===== config.mk =====
export PLATFORM = sky130hd
export DESIGN_NAME = apbws_top
export DESIGN_NICKNAME = d
export VERILOG_FILES = /design/src/shared/apbws_pkg.sv /design/src/verilog/apbws_div.sv /design/src/verilog/apbws_sync.sv /design/src/verilog/apbws_top.sv
export SDC_FILE = /design/constraint.sdc
export NUM_CORES = 1
export LEC_CHECK = 0
export BUFFER_PORTS_ARGS = -buffer_cell sky130_fd_sc_hd__buf_2
export CAP_MARGIN = 40
export CORE_ASPECT_RATIO = 2
export CORE_MARGIN = 2
export CORE_UTILIZATION = 60
export DETAILED_ROUTE_END_ITERATION = 10
export GPL_TIMING_DRIVEN = 0
export MAX_ROUTING_LAYER = met4
export PLACE_DENSITY = 0.83
export SYNTH_ARGS = -nofsm -noshare
export SYNTH_HDL_FRONTEND = slang
export SYNTH_SLANG_ARGS = --single-unit

===== constraint.sdc =====
create_clock -name ref_clk -period 4.1 [get_ports ref_clk]
set_input_delay 0.615 -clock ref_clk [delete_from_list [all_inputs] [get_ports ref_clk]]
set_output_delay 0.615 -clock ref_clk [all_outputs]
set_load 0.1 [all_outputs]

===== src/shared/apbws_pkg.sv =====
// constants, register map and state carriers of the power button and wake status block
package apbws_pkg;
   // register offsets inside the power management block
   localparam logic [4:0] OFS_STATUS = 5'h01;
   localparam logic [4:0] OFS_EN_RSVD = 5'h02;
   localparam logic [4:0] OFS_ENABLE = 5'h03;
   localparam logic [4:0] OFS_CNTRL1 = 5'h04;
   localparam logic [4:0] OFS_CNTRL2 = 5'h05;
   // field positions, register reset value and soft off sleep type
   localparam int BIT_PB_FLAG = 0;
   localparam int BIT_OVR_FLAG = 3;
   localparam int BIT_WAKE_FLAG = 7;
   localparam int BIT_PB_SCI_GLOBAL_ENABLE = 0;
   localparam int BIT_SCI_GLOBAL = 0;
   localparam int BIT_OVR_EN = 1;
   localparam int BIT_SLP_TYPE_LO = 2;
   localparam int BIT_SLP_EN = 5;
   localparam logic [7:0] REG_RESET = 8'h00;
   localparam logic [2:0] SLP_TYPE_OFF = 3'h0;
   // timing
   localparam int REF_CLK_HZ = 10_000_000;
   localparam int STBY_CLK_HZ = 32_000;
   localparam int STBY_DIV = REF_CLK_HZ / STBY_CLK_HZ;
   localparam int OVR_HOLD_S = 4;
   localparam int OVR_HOLD_TICKS = OVR_HOLD_S * STBY_CLK_HZ;
   localparam int SLP_DELAY_TICKS = 1;
   typedef enum logic [1:0] {APBWS_WORKING, APBWS_SLEEP, APBWS_SOFT_OFF} apbws_pstate_t;
   typedef struct packed {
      logic [4:0] addr;
      logic [7:0] wdata;
      logic wr;
      logic rd;
   } apbws_bus_t;
endpackage


===== src/verilog/apbws_div.sv =====
// standby tick divider: one-cycle enable at the 32 kHz standby rate
`timescale 1ns/1ps
module apbws_div
#(
   parameter int DIV = apbws_pkg::STBY_DIV
)
(
   input wire logic ref_clk,
   input wire logic srst,
   output logic tick
);
   typedef struct packed {
      logic [15:0] cnt;
      logic tick;
   } apbws_div_st_t;
   apbws_div_st_t s_q, s_d;
   ////////////////////////////////////////////////////////////////////////
   // free running counter, never gated by power state
   always_comb
   begin
      s_d = s_q;
      s_d.tick = 1'b0;
      if (s_q.cnt == 16'(DIV - 1))
      begin
         s_d.cnt = 16'h0000;
         s_d.tick = 1'b1;
      end
      else
      begin
         s_d.cnt = s_q.cnt + 16'h0001;
      end
   end
   always_ff @(posedge ref_clk)
   begin
      if (srst)
         s_q <= '0;
      else
         s_q <= s_d;
   end
   assign tick = s_q.tick;
endmodule // apbws_div


===== src/verilog/apbws_sync.sv =====
// two flip-flop synchroniser for a pin level
`timescale 1ns/1ps
module apbws_sync
(
   input wire logic ref_clk,
   input wire logic srst,
   input wire logic din,
   output logic dout
);
   typedef struct packed {
      logic meta;
      logic stable;
   } apbws_sync_st_t;
   apbws_sync_st_t s_q, s_d;
   ////////////////////////////////////////////////////////////////////////
   // first stage feeds only the second stage
   always_comb
   begin
      s_d.meta = din;
      s_d.stable = s_q.meta;
   end
   always_ff @(posedge ref_clk)
   begin
      if (srst)
         s_q <= '0;
      else
         s_q <= s_d;
   end
   assign dout = s_q.stable;
endmodule // apbws_sync


===== src/verilog/apbws_top.sv =====
// power button and wake status block with its control registers
// What this block does
// - button press sets power button flag unless override has fired in this hold
// - working, flag and enable raise SCI
// - sleeping or off, press makes wake event
// - press always drives power on active
// - flag hardware set, write one clears
// - four second hold forces soft off
// - override flag set by override, write-one clear
// - enabled wake event while sleeping sets wake
// - power on falling edge sets wake flag
// - wake select adds enabled wake events
// - wake clear honoured only while power on low
// - wake flag set moves system to working
// - reserved bits read as zero
// - eight bit registers reset to zero
// - enable bit zero gates button SCI
// - global SCI enable gates SCI output
// - override enable at control two bit one
`timescale 1ns/1ps
module apbws_top
(
   input wire logic ref_clk,
   input wire logic srst,
   input wire logic [4:0] bus_addr,
   input wire logic [7:0] bus_wdata,
   input wire logic bus_wr,
   input wire logic bus_rd,
   output logic [7:0] bus_rdata,
   input wire logic button_in,
   input wire logic wake_event_in,
   input wire logic wake_select_control,
   output logic power_on_out_n,
   output logic power_on_out_oe,
   output logic sci_out,
   output logic [1:0] power_state
);
   typedef struct packed {
      logic power_button_flag;
      logic override_flag;
      logic wake_flag;
      logic power_button_sci_enable;
      logic sci_global_enable;
      logic override_enable;
      logic [2:0] slp_type;
      logic slp_pending;
      logic [1:0] slp_ticks;
      apbws_pkg::apbws_pstate_t pstate;
      logic button_q;
      logic pwr_on_n_q;
      logic ovr_done;
      logic [17:0] hold_cnt;
      logic [7:0] rdata;
      logic sci;
   } apbws_st_t;
   apbws_st_t s_q, s_d;
   apbws_pkg::apbws_bus_t bus;
   logic button_s;
   logic stby_tick;
   logic pon_n;
   logic pon_fall;
   logic wr_status, wr_enable, wr_cntrl1, wr_cntrl2;
   logic press_edge;
   logic hold_expired;
   logic wake_evt;
   ////////////////////////////////////////////////////////////////////////
   // pin synchroniser and standby tick
   apbws_sync u_btn_sync
   (
      .ref_clk(ref_clk),
      .srst(srst),
      .din(button_in),
      .dout(button_s)
   );
   apbws_div u_stby_div
   (
      .ref_clk(ref_clk),
      .srst(srst),
      .tick(stby_tick)
   );
   ////////////////////////////////////////////////////////////////////////
   // bus carrier and strobes
   assign bus.addr = bus_addr;
   assign bus.wdata = bus_wdata;
   assign bus.wr = bus_wr;
   assign bus.rd = bus_rd;
   assign wr_status = bus.wr && (bus.addr == apbws_pkg::OFS_STATUS);
   assign wr_enable = bus.wr && (bus.addr == apbws_pkg::OFS_ENABLE);
   assign wr_cntrl1 = bus.wr && (bus.addr == apbws_pkg::OFS_CNTRL1);
   assign wr_cntrl2 = bus.wr && (bus.addr == apbws_pkg::OFS_CNTRL2);
   ////////////////////////////////////////////////////////////////////////
   // power on is active (low) only in working state; it floats otherwise
   assign pon_n = (s_q.pstate != apbws_pkg::APBWS_WORKING);
   assign pon_fall = s_q.pwr_on_n_q && !pon_n;
   assign press_edge = button_s && !s_q.button_q;
   // hold window uses the standby tick so it runs in every power state
   assign hold_expired = (s_q.hold_cnt == 18'(apbws_pkg::OVR_HOLD_TICKS));
   // external enabled wake events only count while sleeping or in soft off
   assign wake_evt = wake_event_in && (s_q.pstate != apbws_pkg::APBWS_WORKING);
   ////////////////////////////////////////////////////////////////////////
   // next state
   always_comb
   begin
      s_d = s_q;
      s_d.button_q = button_s;
      s_d.pwr_on_n_q = pon_n;
      // button hold counter and override
      if (!button_s)
      begin
         s_d.hold_cnt = '0;
         s_d.ovr_done = 1'b0;
      end
      else if (stby_tick && !hold_expired)
      begin
         s_d.hold_cnt = s_q.hold_cnt + 18'h00001;
      end
      // software write-one clears, hardware sets below win over them
      if (wr_status)
      begin
         if (bus.wdata[apbws_pkg::BIT_PB_FLAG])
            s_d.power_button_flag = 1'b0;
         if (bus.wdata[apbws_pkg::BIT_OVR_FLAG])
            s_d.override_flag = 1'b0;
         if (bus.wdata[apbws_pkg::BIT_WAKE_FLAG] && !pon_n)
            s_d.wake_flag = 1'b0;
      end
      if (wr_enable)
         s_d.power_button_sci_enable = bus.wdata[apbws_pkg::BIT_PB_SCI_GLOBAL_ENABLE];
      if (wr_cntrl1)
         s_d.sci_global_enable = bus.wdata[apbws_pkg::BIT_SCI_GLOBAL];
      if (wr_cntrl2)
      begin
         s_d.override_enable = bus.wdata[apbws_pkg::BIT_OVR_EN];
         s_d.slp_type = bus.wdata[apbws_pkg::BIT_SLP_TYPE_LO +: 3];
         if (bus.wdata[apbws_pkg::BIT_SLP_EN])
         begin
            s_d.slp_pending = 1'b1;
            s_d.slp_ticks = '0;
         end
      end
      // button flag set regardless of enable
      if (button_s && !s_q.ovr_done)
         s_d.power_button_flag = 1'b1;
      // press wakes the machine whatever the enable
      if (press_edge && (s_q.pstate != apbws_pkg::APBWS_WORKING))
         s_d.pstate = apbws_pkg::APBWS_WORKING;
      // enabled wake event in sleep or soft off: sets flag only with wake select set
      if (wake_evt)
      begin
         s_d.pstate = apbws_pkg::APBWS_WORKING;
         if (wake_select_control)
            s_d.wake_flag = 1'b1;
      end
      if (pon_fall)
         s_d.wake_flag = 1'b1;
      if (s_q.wake_flag && !s_q.pwr_on_n_q && s_q.pstate != apbws_pkg::APBWS_WORKING)
         s_d.pstate = apbws_pkg::APBWS_WORKING;
      if (s_q.wake_flag && s_q.pstate == apbws_pkg::APBWS_SLEEP)
         s_d.pstate = apbws_pkg::APBWS_WORKING;
      // sleep request after one to two standby ticks
      if (s_q.slp_pending && stby_tick)
      begin
         if (s_q.slp_ticks == 2'(apbws_pkg::SLP_DELAY_TICKS))
         begin
            s_d.slp_pending = 1'b0;
            s_d.pstate = (s_q.slp_type == apbws_pkg::SLP_TYPE_OFF) ?
               apbws_pkg::APBWS_SOFT_OFF : apbws_pkg::APBWS_SLEEP;
         end
         else
         begin
            s_d.slp_ticks = s_q.slp_ticks + 2'h1;
         end
      end
      // override fires once per hold; it beats every other transition
      if (s_q.override_enable && button_s && hold_expired && !s_q.ovr_done)
      begin
         s_d.ovr_done = 1'b1;
         s_d.power_button_flag = 1'b0;
         s_d.override_flag = 1'b1;
         s_d.pstate = apbws_pkg::APBWS_SOFT_OFF;
         s_d.slp_pending = 1'b0;
      end
      // SCI only in working state, gated by both enables
      s_d.sci = (s_q.pstate == apbws_pkg::APBWS_WORKING) && s_q.power_button_flag
         && s_q.power_button_sci_enable
         && s_q.sci_global_enable;
      // registered read data, reserved bits zero
      s_d.rdata = 8'h00;
      if (bus.rd)
      begin
         unique case (bus.addr)
            apbws_pkg::OFS_STATUS:
            begin
               s_d.rdata[apbws_pkg::BIT_PB_FLAG] = s_q.power_button_flag;
               s_d.rdata[apbws_pkg::BIT_OVR_FLAG] = s_q.override_flag;
               s_d.rdata[apbws_pkg::BIT_WAKE_FLAG] = s_q.wake_flag;
            end
            apbws_pkg::OFS_ENABLE:
               s_d.rdata[apbws_pkg::BIT_PB_SCI_GLOBAL_ENABLE] = s_q.power_button_sci_enable;
            apbws_pkg::OFS_CNTRL1:
               s_d.rdata[apbws_pkg::BIT_SCI_GLOBAL] = s_q.sci_global_enable;
            apbws_pkg::OFS_CNTRL2:
            begin
               s_d.rdata[apbws_pkg::BIT_OVR_EN] = s_q.override_enable;
               s_d.rdata[apbws_pkg::BIT_SLP_TYPE_LO +: 3] = s_q.slp_type;
            end
            default:
               s_d.rdata = 8'h00; // enable one and unmapped read zero
         endcase
      end
   end
   ////////////////////////////////////////////////////////////////////////
   // state register; srst stands for the battery power-on reset
   always_ff @(posedge ref_clk)
   begin
      if (srst)
      begin
         s_q <= '0;
         s_q.pstate <= apbws_pkg::APBWS_SOFT_OFF;
         s_q.pwr_on_n_q <= 1'b1;
         s_q.rdata <= apbws_pkg::REG_RESET;
      end
      else
      begin
         s_q <= s_d;
      end
   end
   ////////////////////////////////////////////////////////////////////////
   // outputs
   assign bus_rdata = s_q.rdata;
   assign power_on_out_n = 1'b0; // driven low when enabled, else floats
   assign power_on_out_oe = !s_q.pwr_on_n_q;
   assign sci_out = s_q.sci;
   assign power_state = s_q.pstate;
endmodule // apbws_top


==> results.md <==
* Wire length per cell at 13.9 um
* H-tree depth at 3
* Worst-Margin Slew at 0.776 ns
* Worst R2R Path Depth at 6
* Crit path capture type: flip-flop
* Overall Global Routing Usage at 25.0%
* Period Utilization, post-route at 51.8%
* Yosys warns at 0
* Switching share of power at 23.1%
* Pwr dens at 395 nW/um^2
* Worst setup margin at 1.98 ns
* Placed Instance Area at 2940 um^2
* Die area at around 5000 um^2
* CP Data Required Time at 4.34 ns
* Worst relative slew slack at around 48%
* P&R area growth vs syn at 15.7%
* Max Cap Violations at 0
* Ant. Diodes at 0
* TritonCTS clock tree: yes
* Chip width at 51.7 um
* Syn_area_per_cell at ~9 um^2
* Comb pwr share at 5.5%
* Grt total ovfl at 0
* VDD IR max at about 350 uV
* Global-route wire length before repair at 9480 um
* GR met3 Demand/Resource at 4.35%
* Placer Congestion at 0.879
* Multi-input gate area at 1340 um^2
* Clock Skews at approximately 0.0082 ns
* RSZ-0062 raised after global routing: no
* Largest net degree at the start of global routing at 12
* Root buffer cell: clkbuf_8
* Initial DRC Count at 55
* Initial Util at 62.8%
* Antenna violations before repair at 0
* Vias in the first global route at 2320
* Share of cells above drive strength 1 at approximately a fifth
* # clock sinks at 61
* Slew Viols, Final at 0
* Total Power at 1.25 mW
* Cells after Synth at 311
* WL final at 5690 um
* Mapped Area at roughly 2700 um^2
* Post-cts resize count at 0
* Sequential power share at 48.5%
* Storage element area at 1220 um^2
* Hold WC Path Type: flip-flop to flip-flop
* Power share of the clock group at 46.0%
* Hold path cells at 1
* Met2 usage at 45.9%
* Max clock buf depth at 2
* Arr. time, crit path at between 2 and 2.5 ns
* Sum Neg Setup Slack at 0 ns
* Post-route ant nets at 0
* Post-synth top flop: dfxtp_1
* #FFs+latches synth at 61
* Clock Pin Slew Worst Setup and Hold Paths at 0.07 ns
* Synth cell types at 47
* Met1 global-route usage at a little under a quarter
* Die height at a little under 100 um
* Max FO, Critical Path at 7
* Hold_buf cts at 0
* Seq/Total Area, Yosys at roughly 45%
* Busiest layer in global routing: met2
* Crit start category: flip-flop
* Drt first pass iters at 4
* Vias/cell at 5.50
* Clock Latency Late Sink at around 0.34 ns
* Worst slack at placement at 1.95 ns
* CTS buffer count at 9
* P_int at around 960 uW
* DRC at 0
* Number of synthesized flops with an enable pin at 0
* Leak Pwr at 1.26 nW
* PortBufs at 28
* Core area at around 4300 um^2
* WHS at 0.456 ns
* Vias at between 2000 and 2500
* Crit path time final at 2.12 ns
* Post-CTS Setup Inserts at 0
* Status: complete, no violations
* Async set-reset flop share out of synthesis at 0%
* Row count at 34
* P_sw at 288 uW
* Fmax at 471 MHz
* Crit Path Category: flip-flop to flip-flop
* Detailed-placement wirelength estimate at 4180 um
* Setup violators final at 0
* Design area at 3160 um^2
* Nets at between 300 and 400
* Final hold viol count at 0
* Io pins at 33
* FILL cells at 346
[area by class of cell]
cell class / instances / share of cell area (%)
flip-flops and latches: 61 / 38.7
well taps: 54 / 2.14
inverters: 10 / 1.19
repair buffers: 28 / 4.44
clock inverters: 7 / 2.85
plain buffers: 19 / 4.36
multi-input cells: 223 / 42.4
clock buffers: 9 / 3.93
[metrics by stage]
stage | util (%) | cells
after floorplan | - | 313
after global placement | 67.8 | 395
after detailed placement | 67.8 | 395
after CTS | 72.7 | 411
after global routing | 72.7 | 411
final | 72.7 | 411
[registers in the layout (all words and copies together), names as in the netlist, named ones only]
name             cells
bus_rdata            6
s_q                 32
u_btn_sync.dout      1
sci_out              1
power_state          2
u_btn_sync.s_d       1
u_stby_div.tick      1
u_stby_div.s_q      16
[Yosys cell counts, types with 6 or more instances]
| library cell | n | area [um^2] |
|---|---|---|
| a21oi_1 | 8 | 40.0 |
| o21ai_0 | 7 | 35.0 |
| nor2_1 | 53 | 199 |
| buf_4 | 11 | 82.6 |
| dfxtp_1 | 61 | 1220 |
| xnor2_1 | 10 | 87.6 |
| and2_1 | 6 | 37.5 |
| xor2_1 | 18 | 158 |
| nand2_1 | 20 | 75.1 |
| nand4_1 | 9 | 56.3 |
| mux2i_1 | 6 | 60.1 |
| inv_1 | 10 | 37.5 |
| nand3_1 | 19 | 95.1 |
[per-layer routing]
metal	part of all wire [%]	wire length [um]	up-vias
met5	0	0	-
met3	2.7	153	14
met2	57	3240	35
met4	2.3	130	0
met1	38	2170	1071
li1	-	-	1139
[cell usage in the layout (no fill, tap or decap), drive strengths merged, types with 4 or more instances in the layout]
cell type,netlist,layout
nor2b,5,5
xnor2,10,10
a21oi,8,8
nand2b,4,4
nor2,54,54
and2,6,6
inv,10,10
xor2,18,18
nand4,9,9
dfxtp,61,61
and3,5,5
o211ai,6,6
or3,5,5
mux2i,6,6
buf,14,42
nand2,20,20
clkbuf,5,14
o21ai,8,8
nand3,19,19
nor4,4,4
nor3,4,4
[worst max-delay path, cell delays in order (launching register included)]
cell and delay, ns:
dfxtp_1 0.38, or4_1 0.55, or4_1 0.44, buf_6 0.16, nor2_2 0.17, a31oi_1 0.15
and2_1 0.17
[worst paths after layout]
| path | from | endpoint | slack (ns) |
|---|---|---|---|
| worst max register to register | s_q[18] | power_state[0] | 1.98 |
| worst min register to register | u_stby_div.s_q[1] | u_stby_div.s_q[1] | 0.46 |
| worst max-delay path | s_q[18] | power_state[0] | 1.98 |
| worst min-delay path | u_stby_div.s_q[1] | u_stby_div.s_q[1] | 0.46 |
[power groups by stage]
stage | sequential (mW) | combinational [mW] | clock, mW
floorplan | 0.617 | 0.0491 | 0
global placement | 0.619 | 0.0670 | 0
detailed placement | 0.619 | 0.0681 | 0
CTS | 0.605 | 0.0686 | 0.581
global route | 0.606 | 0.0740 | 0.605
finish | 0.606 | 0.0682 | 0.574
[cell families after synthesis]
family | share of synthesized area, %
AOI/OAI and AO/OA | 8.03
xor gates and xnor gates | 8.99
adders and majority gates | 1.38
buffers and inverters | 6.42
DFF | 44.8
muxes | 2.62
other | 0.138
and+or+nand+nor | 27.6
(Power assumes the default switching activity.)
